===== src/inc/nix_defs.svh =====
// Constants for the noninterlocked disk transfer sequencer
`ifndef NIX_DEFS_SVH
`define NIX_DEFS_SVH
`define NIX_BUS_W 8
`define NIX_FIFO_DEPTH 8
`define NIX_POST_TERM_MAX 4'h8
`define NIX_PEND_W 8
`define NIX_POST_W 4
`endif


===== src/inc/nix_pkg.sv =====
// Types shared by the noninterlocked disk transfer sequencer
`include "nix_defs.svh"
package nix_pkg;
    typedef struct packed
    {
        logic [`NIX_BUS_W-1:0] a;
        logic [`NIX_BUS_W-1:0] b;
    } nix_parcel_t;

    typedef struct packed
    {
        logic slave_in;
        logic sync_in;
        nix_parcel_t bus;
    } nix_drv_in_t;

    typedef struct packed
    {
        logic master_out;
        logic sync_out;
        nix_parcel_t bus;
        logic bus_oe_n;
    } nix_drv_out_t;

    typedef enum logic [1:0]
    {
        NIX_ST_IDLE = 2'b00,
        NIX_ST_XFER = 2'b01,
        NIX_ST_STATUS = 2'b10
    } nix_state_t;

    typedef enum logic [1:0]
    {
        NIX_PH_IDLE = 2'b00,
        NIX_PH_SETUP = 2'b01,
        NIX_PH_HIGH = 2'b10,
        NIX_PH_GAP = 2'b11
    } nix_phase_t;
endpackage : nix_pkg


===== src/design/nix_seq.sv =====
// Noninterlocked data transfer sequencer, channel side of the drive link
`timescale 1ns/1ps
`include "nix_defs.svh"
module nix_seq #(
    parameter int PEND_W = `NIX_PEND_W,
    parameter int FIFO_DEPTH = `NIX_FIFO_DEPTH
) (
    input wire logic clk,                          // 10 MHz clock
    input wire logic rst,                          // Synchronous reset, active high
    input wire logic start,                        // Request a transfer
    input wire logic dir_from_disk,                // 1: from disk, 0: to disk
    input wire logic bus_ctl_done,                 // Bus control sequence succeeded
    input wire logic abort,                        // Error: terminate transfer
    input wire logic status_done,                  // Ending status sequence finished
    input wire logic host_tx_valid,                // Host offers a parcel for disk
    output logic host_tx_ready,                    // Parcel taken
    input wire nix_pkg::nix_parcel_t host_tx_data, // Parcel for disk
    output logic host_rx_valid,                    // Parcel from disk available
    input wire logic host_rx_ready,                // Host takes parcel
    output nix_pkg::nix_parcel_t host_rx_data,     // Parcel from disk
    output logic busy,                             // Transfer or status pending
    output logic status_req,                       // Ending status must run now
    output logic xfer_good,                        // Last transfer ended without error
    output logic overrun,                          // A parcel from disk was lost
    input wire nix_pkg::nix_drv_in_t drv_in,       // Pins from the drive
    output nix_pkg::nix_drv_out_t drv_out          // Pins to the drive
);
    typedef struct packed
    {
        nix_pkg::nix_state_t state;
        nix_pkg::nix_phase_t phase;
        logic [2:0] sin_p;
        logic [2:0] slv_p;
        nix_pkg::nix_parcel_t [2:0] bus_p;
        logic sin_f;
        logic slv_f;
        logic from_disk;
        logic abort_req;
        logic term;
        logic good;
        logic overrun;
        logic [PEND_W-1:0] pending;
        logic [`NIX_POST_W-1:0] post;
        nix_pkg::nix_drv_out_t out;
    } nix_seq_st_t;

    nix_seq_st_t r;
    nix_seq_st_t next_r;

    logic f_in_valid;
    logic f_in_ready;
    nix_pkg::nix_parcel_t f_in_data;
    logic f_out_valid;
    logic f_out_ready;
    nix_pkg::nix_parcel_t f_out_data;
    logic f_flush;
    logic sin_rise;
    logic cap_push;
    logic pop_tx;

    // Three stages; a level change counts only when stages two and three agree
    assign sin_rise = (r.sin_p[1] == r.sin_p[2]) && r.sin_p[2] && !r.sin_f;
    assign cap_push = (r.state == nix_pkg::NIX_ST_XFER) && r.from_disk && sin_rise
        && !r.term;
    assign pop_tx = (r.state == nix_pkg::NIX_ST_XFER) && !r.from_disk && !r.term
        && (r.phase == nix_pkg::NIX_PH_IDLE) && (r.pending != '0) && !r.abort_req
        && f_out_valid;

    // One buffer serves whichever direction is active
    assign f_in_valid = r.from_disk ? cap_push : host_tx_valid;
    assign f_in_data = r.from_disk ? r.bus_p[2] : host_tx_data;
    assign f_out_ready = r.from_disk ? host_rx_ready : pop_tx;
    assign host_tx_ready = !r.from_disk && f_in_ready;
    assign host_rx_valid = r.from_disk && f_out_valid;
    assign host_rx_data = f_out_data;
    assign f_flush = (r.state == nix_pkg::NIX_ST_STATUS) && status_done && r.term;

    nix_fifo #(
        .W($bits(nix_pkg::nix_parcel_t)),
        .DEPTH(FIFO_DEPTH)
    ) u_fifo (
        .clk(clk),
        .rst(rst),
        .flush(f_flush),
        .in_valid(f_in_valid),
        .in_ready(f_in_ready),
        .in_data(f_in_data),
        .out_valid(f_out_valid),
        .out_ready(f_out_ready),
        .out_data(f_out_data)
    );

    assign drv_out = r.out;
    assign busy = (r.state != nix_pkg::NIX_ST_IDLE);
    assign status_req = (r.state == nix_pkg::NIX_ST_STATUS);
    assign xfer_good = r.good;
    assign overrun = r.overrun;

    always_comb
    begin
        logic inc;
        logic dec;
        inc = 1'b0;
        dec = 1'b0;
        next_r = r;
        next_r.sin_p = {r.sin_p[1:0], drv_in.sync_in};
        next_r.slv_p = {r.slv_p[1:0], drv_in.slave_in};
        next_r.bus_p = {r.bus_p[1:0], drv_in.bus};
        if (r.sin_p[1] == r.sin_p[2])
        begin
            next_r.sin_f = r.sin_p[2];
        end
        if (r.slv_p[1] == r.slv_p[2])
        begin
            next_r.slv_f = r.slv_p[2];
        end
        case (r.state)
            nix_pkg::NIX_ST_IDLE:
            begin
                // Slave acknowledge: Slave In high, Sync In back low
                if (start && bus_ctl_done && r.slv_f && !r.sin_f)
                begin
                    next_r.state = nix_pkg::NIX_ST_XFER;
                    next_r.out.master_out = 1'b1;
                    next_r.from_disk = dir_from_disk;
                    next_r.pending = '0;
                    next_r.post = '0;
                    next_r.term = 1'b0;
                    next_r.abort_req = 1'b0;
                    next_r.overrun = 1'b0;
                end
            end
            nix_pkg::NIX_ST_XFER:
            begin
                // Pulses are counted, not tied to a fixed walk of bus states
                if (abort && !r.term)
                begin
                    next_r.abort_req = 1'b1;
                end
                if (sin_rise)
                begin
                    if (!r.term)
                    begin
                        inc = 1'b1;
                    end
                    else if (!r.from_disk || (r.post != `NIX_POST_TERM_MAX))
                    begin
                        inc = 1'b1;
                        next_r.post = r.post + `NIX_POST_W'(1);
                    end
                end
                // A full buffer cannot refuse the drive, so the parcel is lost
                if (cap_push && !f_in_ready)
                begin
                    next_r.overrun = 1'b1;
                    next_r.abort_req = 1'b1;
                end
                case (r.phase)
                    nix_pkg::NIX_PH_IDLE:
                    begin
                        if (r.pending != '0)
                        begin
                            if (r.abort_req && !r.term)
                            begin
                                next_r.out.master_out = 1'b0;
                                next_r.term = 1'b1;
                                next_r.abort_req = 1'b0;
                                next_r.out.bus_oe_n = 1'b1;
                                next_r.phase = nix_pkg::NIX_PH_HIGH;
                                dec = 1'b1;
                            end
                            else if (r.from_disk || r.term)
                            begin
                                next_r.out.sync_out = 1'b1;
                                next_r.phase = nix_pkg::NIX_PH_HIGH;
                                dec = 1'b1;
                            end
                            else if (pop_tx)
                            begin
                                next_r.out.bus = f_out_data;
                                next_r.out.bus_oe_n = 1'b0;
                                next_r.phase = nix_pkg::NIX_PH_SETUP;
                                dec = 1'b1;
                            end
                        end
                        else if (!r.slv_f)
                        begin
                            next_r.state = nix_pkg::NIX_ST_STATUS;
                            next_r.good = !r.term && !r.abort_req;
                            next_r.out.bus_oe_n = 1'b1;
                        end
                    end
                    nix_pkg::NIX_PH_SETUP:
                    begin
                        // Parcel settles on the buses a cycle before the strobe
                        next_r.out.sync_out = 1'b1;
                        next_r.phase = nix_pkg::NIX_PH_HIGH;
                    end
                    nix_pkg::NIX_PH_HIGH:
                    begin
                        next_r.out.sync_out = 1'b0;
                        next_r.out.master_out = 1'b1;
                        next_r.phase = nix_pkg::NIX_PH_GAP;
                    end
                    default:
                    begin
                        next_r.phase = nix_pkg::NIX_PH_IDLE;
                    end
                endcase
                if (inc && !dec)
                begin
                    next_r.pending = r.pending + PEND_W'(1);
                end
                else if (dec && !inc)
                begin
                    next_r.pending = r.pending - PEND_W'(1);
                end
            end
            nix_pkg::NIX_ST_STATUS:
            begin
                // Master Out is released once the ending status has run
                if (status_done)
                begin
                    next_r.state = nix_pkg::NIX_ST_IDLE;
                    next_r.out.master_out = 1'b0;
                    next_r.phase = nix_pkg::NIX_PH_IDLE;
                end
            end
            default:
            begin
                next_r.state = nix_pkg::NIX_ST_IDLE;
            end
        endcase
    end

    always_ff @(posedge clk)
    begin
        if (rst)
        begin
            r <= '0;
            r.out.bus_oe_n <= 1'b1;
        end
        else
        begin
            r <= next_r;
        end
    end
endmodule : nix_seq


===== src/design/nix_fifo.sv =====
// Parcel FIFO with valid/ready on both sides
`timescale 1ns/1ps
module nix_fifo #(
    parameter int W = 16,
    parameter int DEPTH = 8
) (
    input wire logic clk,              // System clock
    input wire logic rst,              // Synchronous reset, active high
    input wire logic flush,            // Drop all stored words
    input wire logic in_valid,         // Write side offers a word
    output logic in_ready,             // Room for a word
    input wire logic [W-1:0] in_data,  // Word written
    output logic out_valid,            // A word is stored
    input wire logic out_ready,        // Read side takes the word
    output logic [W-1:0] out_data      // Oldest word
);
    localparam int AW = (DEPTH > 1) ? $clog2(DEPTH) : 1;

    typedef struct packed
    {
        logic [DEPTH-1:0][W-1:0] mem;
        logic [AW-1:0] wr;
        logic [AW-1:0] rd;
        logic [AW:0] cnt;
    } nix_fifo_st_t;

    nix_fifo_st_t r;
    nix_fifo_st_t next_r;

    function automatic logic [AW-1:0] bump(input logic [AW-1:0] idx);
        if (idx == AW'(DEPTH - 1))
        begin
            return '0;
        end
        return idx + AW'(1);
    endfunction : bump

    assign in_ready = (r.cnt != (AW+1)'(DEPTH));
    assign out_valid = (r.cnt != '0);
    assign out_data = r.mem[r.rd];

    always_comb
    begin
        logic push;
        logic pop;
        push = in_valid && in_ready;
        pop = out_valid && out_ready;
        next_r = r;
        if (push)
        begin
            next_r.mem[r.wr] = in_data;
            next_r.wr = bump(r.wr);
        end
        if (pop)
        begin
            next_r.rd = bump(r.rd);
        end
        case ({push, pop})
            2'b10: next_r.cnt = r.cnt + (AW+1)'(1);
            2'b01: next_r.cnt = r.cnt - (AW+1)'(1);
            default: next_r.cnt = r.cnt;
        endcase
        if (flush)
        begin
            next_r.wr = '0;
            next_r.rd = '0;
            next_r.cnt = '0;
        end
    end

    always_ff @(posedge clk)
    begin
        if (rst)
        begin
            r <= '0;
        end
        else
        begin
            r <= next_r;
        end
    end
endmodule : nix_fifo


===== config.mk =====
export PLATFORM = sky130hd
export DESIGN_NAME = nix_seq
export DESIGN_NICKNAME = d
export VERILOG_FILES = /design/src/inc/nix_pkg.sv /design/src/design/nix_seq.sv /design/src/design/nix_fifo.sv
export VERILOG_INCLUDE_DIRS = /design/src /design/src/inc
export SDC_FILE = /design/constraint.sdc
export NUM_CORES = 1
export LEC_CHECK = 0
export BUFFER_PORTS_ARGS = -buffer_cell sky130_fd_sc_hd__buf_2
export CORE_UTILIZATION = 50
export DETAILED_ROUTE_END_ITERATION = 6
export GPL_TIMING_DRIVEN = 1
export PLACE_DENSITY = 0.69
export SYNTH_ARGS = -nofsm -noshare
export SYNTH_HDL_FRONTEND = slang
export SYNTH_SLANG_ARGS = --single-unit

===== constraint.sdc =====
create_clock -name clk -period 5.9 [get_ports clk]
set_input_delay 1.18 -clock clk [delete_from_list [all_inputs] [get_ports clk]]
set_output_delay 1.18 -clock clk [all_outputs]
set_load 0.05 [all_outputs]

==> metrics.md, run 1 <==
| Metric | Value |
|---|---|
| Run status | `finished, final reports clean` |
| Largest net degree at the start of global routing | `110` |
| Root Buffer | `clkbuf_16` |
| DIE AREA | `0.0200 mm2` |
| Initial core utilization | `0.515` |
| PD cells | `308 mW/mm2` |
| First-pass GRT wire length | `33800 um` |
| Power Total | `3.38 mW` |
| Maximum vdd drop | `298 uV` |
| Vias in the first global route | `6430` |
| Max-cap check violation count | `0` |
| CTS Sinks | `234` |
| Routed len/inst | `15.8 um` |
| Max Clock Skew | `0.0123 ns` |
| Core Area | `0.0189 mm2` |
| Syn_nets | `1054` |
| Initial antenna violation count | `0` |
| Asr flop ratio synth | `0` |
| Drt via density | `5.33` |
| Setup crit end kind | `output port` |
| Fillers | `1727` |
| FF+latch count, synth | `234` |
| Most frequent cells in the layout | `dfxtp_1, nor2_1, a211oi_1, buf_2, nor2b_1` |
| Fmax | `250 MHz` |
| Crit start category | `flip-flop` |
| Worst slew pin tran | `1.12 ns` |
| Commonest non-fill, non-tap cell in the layout | `dfxtp_1` |
| Main synth FF type | `dfxtp_1` |
| Initial DRC count | `389` |
| Final worst path period share | `0.678` |
| Leakage | `4.01 nW` |
| RSZ-0062 raised after global routing | `no` |
| HPWL Detailed | `12800 um` |
| Clk_lat worst skew | `0.51 ns` |
| Slew HR | `0.254` |
| Gr ovfl total | `0` |
| Nets | `1088` |
| Post-synth cell types | `58` |
| TNS Setup | `0 ns` |
| Number of enable flip-flop cells after synthesis | `0` |
| Row cnt | `50` |
| TritonCTS clock tree | `yes` |
| Crit path DAT | `2.82 ns` |
| Final wirelength | `20500 um` |
| Placer Congestion | `0.819` |
| Share of cells above drive strength 1 | `0.202` |
| YS warnings | `0` |
| CP max FO | `18` |
| Die H | `141 um` |
| # diodes | `0` |
| Max clock buf depth | `3` |
| Tmin final | `4.00 ns` |
| # hold bufs at CTS | `0` |
| Area contributors post-synth | `dfxtp_1, a211oi_1, nor2_1, mux4_2, nor2b_1` |
| Mean post-synth cell area | `9.84 um2` |
| Setup CP Type | `flip-flop to output port` |
| Post-CTS resize count | `0` |
| Final hold violations | `0` |
| DRT Pass-1 Iters | `4` |
| Cell taking the most area after synthesis | `dfxtp_1` |
| Post-synthesis sequential area ratio | `0.482` |
| R2R Setup Slk | `2.05 ns` |
| CTS H-tree depth | `1` |
| WP data required | `4.72 ns` |
| Register Area | `0.00469 mm2` |
| Pins Over Slew Limit | `0` |
| Area Growth Syn to Fin | `12.9%` |
| Port Buffer Count | `83` |
| Total GRT Usage | `0.210` |
| Die Wd | `141 um` |
| CTS buffer count | `25` |
| Top-area cell type share of the netlist area | `0.482` |
| I/O Pins | `84` |
| Drt drc | `0` |
| DRT antenna net count | `0` |
| Syn Inst Count | `988` |
| Reg clk slew, reported paths | `0.06 ns` |
| Syn Std Cell Area | `0.00972 mm2` |
| Setup Viol. Count Final | `0` |
| Via Count | `6920` |
| WHS | `0.429 ns` |
| Multi-input gate area | `0.00459 mm2` |
| Setup bufs post-CTS | `0` |
| Hold crit path type | `flip-flop to flip-flop` |
==> registers in the layout, indices dropped and copies added, names as in the netlist <==
name and cells:
drv_out 19, next_r 36, overrun 1, r 39
u_fifo.r 138, xfer_good 1
==> synth_stat cells (4+ instances only) <==
library cell,n
xor2_1,6
nor2b_1,58
mux4_2,32
ha_1,21
buf_1,6
nor3_1,30
nand2_1,23
mux2i_1,22
buf_4,20
xnor2_1,4
buf_2,11
a21oi_1,30
inv_1,15
or3_1,4
a211oi_1,131
o21ai_0,9
a31oi_1,4
dfxtp_1,234
mux2_2,16
clkbuf_1,49
nand3_1,11
nand2b_1,4
nor2_1,199
==> report_power, final <==
| part | internal, mW | total, mW | switching (mW) |
|---|---|---|---|
| sequential | 1.62 | 1.64 | 0.0204 |
| clock | 0.905 | 1.52 | 0.611 |
| combinational | 0.0791 | 0.224 | 0.145 |
==> worst paths after layout <==
path / from / end / depth (start not counted)
setup / recovery: u_fifo.r[4] / host_rx_data[5] / 4
hold / removal: next_r[75] / r[75] / 1
setup reg to reg: r[92] / u_fifo.r[3] / 13
hold reg to reg: next_r[75] / r[75] / 1
==> logic make-up (layout without fill, tap and decap cells) <==
| logic type | count (synthesis) | in the layout | share of synthesized area |
|---|---|---|---|
| buffers and inverters | 103 | 154 | 0.0498 |
| muxes | 70 | 70 | 0.115 |
| AOI/OAI and AO/OA | 192 | 192 | 0.138 |
| and+or+nand+nor | 356 | 356 | 0.175 |
| DFF | 234 | 234 | 0.482 |
| adders and majority gates | 23 | 23 | 0.0311 |
| xor gates and xnor gates | 10 | 10 | 0.00901 |
==> stage by stage <==
stage	cell area (um2)	worst slack (ns)	util	cells
6_report	11000	1.90	0.581	1299
5_1_grt	11000	1.70	0.581	1299
4_1_cts	11000	1.87	0.581	1299
3_5_place_dp	10200	2.08	0.538	1255
3_3_place_gp	10200	2.23	0.538	1255
2_1_floorplan	9720	2.78	-	988
==> critical path, stage by stage, from the launching register on <==
cell     delay (ns)
dfxtp_2        0.71
buf_4          0.46
mux4_2         0.58
mux2_2         0.32
buf_2          0.22
==> routing by layer <==
metal / wire length [um] / GRT usage / up-vias
li1: - / - / 3557
met5: 0 / 0 / -
met2: 8980 / 0.325 / 142
met4: 276 / 0.0458 / 0
met1: 10200 / 0.303 / 3197
met3: 1020 / 0.0405 / 24
==> area by class of cell <==
cell class / count / area share
multi-input combinational: 651 / 0.418
timing repair buffer: 95 / 0.0466
clock buffer: 34 / 0.0664
clock inverter: 10 / 0.00740
tap: 260 / 0.0296
sequential: 234 / 0.427
inverter: 15 / 0.00513
(Power assumes the default switching activity.)
==> inputs of run 2 (changes only) <==
--- a/config.mk
+++ b/config.mk
@@ -10,7 +10,7 @@
 export CORE_UTILIZATION = 50
 export DETAILED_ROUTE_END_ITERATION = 6
 export GPL_TIMING_DRIVEN = 1
-export PLACE_DENSITY = 0.69
+export PLACE_DENSITY = 0.71
 export SYNTH_ARGS = -nofsm -noshare
 export SYNTH_HDL_FRONTEND = slang
 export SYNTH_SLANG_ARGS = --single-unit
==> constraint.sdc (replaced) <==
create_clock -name clk -period 3.4 [get_ports clk]
set_input_delay 0.68 -clock clk [delete_from_list [all_inputs] [get_ports clk]]
set_output_delay 0.68 -clock clk [all_outputs]
set_load 0.05 [all_outputs]
==> run 2 against run 1 <==
Net effect:
- utilization rose by 1.4 points
- global-route usage fell by 0.26 points
- sequential power rose by 74%
- die area unchanged
- critical path type unchanged
==> metrics.md, run 2 (synthesis gave the netlist of run 1 again) <==
| Metric | Value |
|---|---|
| Largest net degree at the start of global routing | `87 (-21%)` |
| Most frequent cells in the layout | `dfxtp_1, nor2_1, a211oi_1, buf_2, nor2b_1` |
| Commonest non-fill, non-tap cell in the layout | `dfxtp_1` |
| Fillers | `1663 (-3.7%)` |
| Hold_sp | `drv_in[0]` |
| Port Buffer Count | `83 (unchanged)` |
| Tmin final | `3.17 ns` |
| Via Count | `7145 (+3.3%)` |
| DRT Pass-1 Iters | `5 (+1)` |
| Max Clock Skew | `0.0237 ns (+0.0113 ns)` |
| Setup bufs post-CTS | `0 (unchanged)` |
| CTS H-tree depth | `1 (unchanged)` |
| Dpl cells | `1267 (+0.96%)` |
| Share of cells above drive strength 1 | `0.213 (+0.0106)` |
| Setup Viol. Count Final | `0 (unchanged)` |
| HPWL Detailed | `13100 um (+2.2%)` |
| # diodes | `0 (unchanged)` |
| CTS Sinks | `234 (unchanged)` |
| R2R Setup Slk | `0.27 ns (-1.78 ns)` |
| Max clock buf depth | `3 (unchanged)` |
| PD cells | `551 mW/mm2 (+79%)` |
| Register Area | `0.00469 mm2 (about the same)` |
| Crit path DAT | `2.49 ns (-0.33 ns)` |
| Reg clk slew, reported paths | `0.06 ns (about the same)` |
| Reg2reg end | `r[30]` |
| Total GRT Usage | `0.207 (-0.00258)` |
| WP data required | `2.72 ns (-2.00 ns)` |
| Vias in the first global route | `6613 (+2.8%)` |
| TritonCTS clock tree | `yes` |
| Run status | `finished, final reports clean` |
| Largest register FFs | `138 (unchanged)` |
| Die Wd | `141 um (unchanged)` |
| Area Growth Syn to Fin | `15.6%` |
| DRT antenna net count | `0 (unchanged)` |
| Clk_lat worst skew | `0.52 ns (about the same)` |
| Row cnt | `50 (unchanged)` |
| Setup crit end kind | `output port` |
| Initial DRC count | `324 (-17%)` |
| Gr ovfl total | `0 (unchanged)` |
| Leakage | `4.13 nW (+3.2%)` |
| Fin cells | `1313 (+1.1%)` |
| Hold crit path type | `input pin to flip-flop` |
| Placer Congestion | `0.839 (+2.4%)` |
| R2R depth | `10 (-3)` |
| Top reg by flops | `u_fifo.r` |
| Multi-input gate area | `0.00459 mm2 (unchanged)` |
| Worst slew pin tran | `1.06 ns (-0.0597 ns)` |
| Nets | `1100 (+1.1%)` |
| Post-CTS resize count | `0 (unchanged)` |
| RSZ-0062 raised after global routing | `no` |
| Hold EP | `next_r[54]` |
| Root Buffer | `clkbuf_16` |
| Slew HR | `0.275 (+0.0207)` |
| CP max FO | `26 (+8)` |
| Pins Over Slew Limit | `0 (unchanged)` |
| Fin util | `0.595 (+0.0136)` |
| Core Area | `0.0189 mm2 (unchanged)` |
| Initial core utilization | `0.515 (unchanged)` |
| Final worst path period share | `0.933` |
| Power Total | `6.19 mW (+83%)` |
| Max-cap check violation count | `0 (unchanged)` |
| Post-route cell area | `0.0112 mm2 (+2.3%)` |
| I/O Pins | `84 (unchanged)` |
| DIE AREA | `0.0200 mm2 (unchanged)` |
| Worst Hold Depth | `2 (+1)` |
| Die H | `141 um (unchanged)` |
| Drt via density | `5.44 (+2.2%)` |
| Final wirelength | `20400 um (-0.38%)` |
| Setup CP Type | `flip-flop to output port` |
| Maximum vdd drop | `462 uV (+55%)` |
| Initial antenna violation count | `0 (unchanged)` |
| First-pass GRT wire length | `33500 um (-0.90%)` |
| # hold bufs at CTS | `0 (unchanged)` |
| CTS buffer count | `25 (unchanged)` |
| Final hold violations | `0 (unchanged)` |
| TNS Setup | `0 ns (unchanged)` |
| Fmax | `315 MHz` |
| Worst reg2reg startpoint | `r[23]` |
| Routed len/inst | `15.5 um (-1.4%)` |
| Placed standard-cell area | `0.0103 mm2 (+1.5%)` |
| Drt drc | `0 (unchanged)` |
| Crit start category | `flip-flop` |
[run 2: cell count changes in the layout (fill, tap and decap cells not counted), sizes merged]
cell,before,now
bufinv,1,5
buf,95,107
inv,15,17
clkinv,8,6
clkbuf,34,32
[run 2: worst max-delay path: stages, from the launching register on]
cell and delay (ns):
dfxtp_2 0.57, buf_12 0.28, mux4_2 0.55, mux2_2 0.32
buf_2 0.22
[run 2: where the power goes]
part | internal, mW | switching (mW) | total [mW]
registers | 2.81 | 0.0348 | 2.85
logic | 0.148 | 0.255 | 0.403
clock network | 1.86 | 1.08 | 2.94
[run 2: worst max-delay path by stage]
stage | slack [ns] | to | startpoint | depth (start not counted)
after floorplan | 0.42 | u_fifo.r[3] | u_fifo.r[0] | 11
after global placement | 0.39 | r[30] | r[23] | 10
after detailed placement | 0.29 | r[30] | r[23] | 10
after CTS | 0.19 | host_rx_data[5] | u_fifo.r[4] | 4
after global routing | 0.09 | r[30] | r[23] | 10
final | 0.23 | host_rx_data[5] | u_fifo.r[4] | 4
[run 2: metal layers]
metal  vias to the layer above  share of wire  track usage
met5                         -              0            0
met4                         0          0.017       0.0453
met3                        39          0.044       0.0344
met2                       144           0.45        0.337
met1                      3380           0.49        0.289
li1                       3582              -            -
[run 2: stage by stage]
step	hold WS (ns)	worst slack, ns
after detailed placement	0.420	0.287
after global routing	0.368	0.0915
after CTS	0.364	0.190
after global placement	0.416	0.385
final	0.378	0.228
after floorplan	0.414	0.423
[run 2: cell type report]
type	instances	share of cell area
tap	260	0.0289
inverter	15	0.00501
clock inverter	14	0.0183
clock buffer	32	0.0633
sequential	234	0.417
timing repair buffer	107	0.0591
multi-input combinational	651	0.409
==> inputs of run 3 (changes only) <==
--- a/config.mk
+++ b/config.mk
@@ -8,6 +8,8 @@
 export LEC_CHECK = 0
 export BUFFER_PORTS_ARGS = -buffer_cell sky130_fd_sc_hd__buf_2
 export CORE_UTILIZATION = 50
+export CTS_BUF_LIST = sky130_fd_sc_hd__clkbuf_2
+export CTS_CLUSTER_SIZE = 10
 export DETAILED_ROUTE_END_ITERATION = 6
 export GPL_TIMING_DRIVEN = 1
 export PLACE_DENSITY = 0.71
==> run 3 against run 2 <==
Net effect:
- count of clock-buffer cells in the layout increased by 47
- cell area fell by 1.5%
- first-iteration DRC count up 7.4%
- utilization decreased by 0.91 points
- critical path depth unchanged
- critical path type unchanged
- sequential cell count unchanged
- largest power group is now registers
==> metrics.md, run 3 (synthesis gave the netlist of run 1 again) <==
| Metric | Value |
|---|---|
| Port Buffer Count | `83 (unchanged)` |
| Initial antenna violation count | `1 (+1)` |
| First-pass GRT wire length | `34000 um (+1.5%)` |
| Comb pwr share | `0.082 (+0.017)` |
| Setup CP Type | `flip-flop to output port` |
| Initial DRC count | `348 (+7.4%)` |
| Slew HR | `0.332 (+0.0571)` |
| Setup crit end kind | `output port` |
| Reg clk slew, reported paths | `0.10 ns (+0.04 ns)` |
| DRT antenna net count | `0 (unchanged)` |
| Nets | `1150 (+4.5%)` |
| Gr ovfl total | `0 (unchanged)` |
| Clock power share | `0.359 (-0.116)` |
| TritonCTS clock tree | `yes` |
| Drt via density | `5.32 (-2.2%)` |
| Register Area | `0.00469 mm2 (about the same)` |
| Drt drc | `0 (unchanged)` |
| Run status | `finished, final reports clean` |
| Final hold violations | `0 (unchanged)` |
| CTS Sinks | `234 (unchanged)` |
| Via Count | `7410 (+3.7%)` |
| TNS Setup | `0 ns (unchanged)` |
| Leakage | `4.16 nW (+0.68%)` |
| Internal power | `3.69 mW (-23%)` |
| Commonest non-fill, non-tap cell in the layout | `dfxtp_1` |
| Max clock buf depth | `3 (unchanged)` |
| Crit start category | `flip-flop` |
| Top reg by flops | `u_fifo.r` |
| Core Area | `0.0189 mm2 (unchanged)` |
| Total GRT Usage | `0.213 (+0.00614)` |
| Worst slew pin tran | `0.974 ns (-0.0833 ns)` |
| Maximum vdd drop | `265 uV (-43%)` |
| Max Clock Skew | `0.0850 ns (+0.0614 ns)` |
| Share of cells above drive strength 1 | `0.234 (+0.0216)` |
| CTS buffer count | `56 (+120%)` |
| WP data required | `2.72 ns (about the same)` |
| CTS H-tree depth | `2 (+1)` |
| Clk_lat worst skew | `0.87 ns (+0.35 ns)` |
| Net Sw Power | `1.40 mW (+2.3%)` |
| RSZ-0062 raised after global routing | `no` |
| Largest register FFs | `138 (unchanged)` |
| CP max FO | `13 (-50%)` |
| HPWL Detailed | `13100 um (unchanged)` |
| Max-cap check violation count | `0 (unchanged)` |
| Row cnt | `50 (unchanged)` |
| Die H | `141 um (unchanged)` |
| Fmax | `312 MHz (-0.91%)` |
| DRT Pass-1 Iters | `5 (unchanged)` |
| Initial core utilization | `0.515 (unchanged)` |
| Most frequent cells in the layout | `dfxtp_1, nor2_1, a211oi_1, buf_2, clkbuf_2` |
| Area Growth Syn to Fin | `13.8%` |
| Tmin final | `3.20 ns (+0.0290 ns)` |
| Crit path DAT | `2.52 ns (+0.03 ns)` |
| Net Sw Frac | `0.275 (+0.0539)` |
| Pins Over Slew Limit | `0 (unchanged)` |
| Vias in the first global route | `6881 (+4.1%)` |
| Largest net degree at the start of global routing | `87 (unchanged)` |
| Final wirelength | `21000 um (+2.8%)` |
| DIE AREA | `0.0200 mm2 (unchanged)` |
| Sequential share of power | `0.559 (+0.099)` |
| Placer Congestion | `0.839 (unchanged)` |
| Fillers | `1709 (+2.8%)` |
| Power Total | `5.09 mW (-18%)` |
| I/O Pins | `84 (unchanged)` |
| Final worst path period share | `0.941 (+0.00852)` |
| Setup Viol. Count Final | `0 (unchanged)` |
| Routed len/inst | `15.1 um (-3.0%)` |
| PD cells | `460 mW/mm2 (-16%)` |
| Die Wd | `141 um (unchanged)` |
| Multi-input gate area | `0.00459 mm2 (unchanged)` |
| Root Buffer | `clkbuf_2` |
| Hold crit path type | `input pin to flip-flop` |
-- run 3: path summary, 6_finish.rpt --
check	cells past startpoint	endpoint	startpoint	slack, ns
worst min-delay path	2	next_r[62]	drv_in[8]	0.08
worst max register to register	10	r[30]	r[23]	0.24
worst min register to register	1	r[77]	next_r[77]	0.43
worst max-delay path	4	host_rx_data[5]	u_fifo.r[4]	0.20
-- run 3: layout make-up --
type,count,area share
Sequential cell,234,0.424
Multi-Input combinational cell,651,0.415
Timing Repair Buffer,126,0.0790
Clock buffer,79,0.0357
Tap cell,260,0.0294
Clock inverter,26,0.0122
Inverter,15,0.00509
Antenna cell,1,0.000226
-- run 3: routing by layer --
metal	share of wire	global-route usage
met1	0.47	0.291
met2	0.45	0.334
met3	0.062	0.0486
met4	0.012	0.0696
met5	0	0
-- run 3: worst max-delay path: stages (launching register included) --
cell	delay (ns)
dfxtp_4	0.39
bufbuf_16	0.30
mux4_2	0.49
mux2_2	0.32
buf_2	0.22
-- run 3: per-stage QoR --
stage	area (um2)	instances	util	hold WS [ns]	worst slack, ns
after floorplan	9720	988	-	0.414	0.423
after global placement	10300	1267	0.546	0.416	0.385
after detailed placement	10300	1267	0.546	0.420	0.287
after CTS	11100	1391	0.586	0.00960	0.121
after global routing	11100	1392	0.586	0.0199	0.0636
final	11100	1392	0.586	0.0831	0.199
-- run 3: power by group through the flow --
stage / Clock, mW / Sequential, mW / Combinational [mW]
2_1_floorplan: 0 / 2.90 / 0.288
3_3_place_gp: 0 / 2.91 / 0.397
3_5_place_dp: 0 / 2.91 / 0.401
4_1_cts: 1.90 / 2.84 / 0.418
5_1_grt: 2.06 / 2.85 / 0.453
6_report: 1.83 / 2.84 / 0.418
-- run 3: timing repair --
| item | 4_1_cts | 5_1_grt |
|---|---|---|
| setup endpoints to repair | 12 | 0 |
| setup buffers | 1 | 0 |
| endpoints found under the hold margin | 17 | 0 |
| resized for setup | 1 | 0 |
| hold buffers | 17 | 0 |
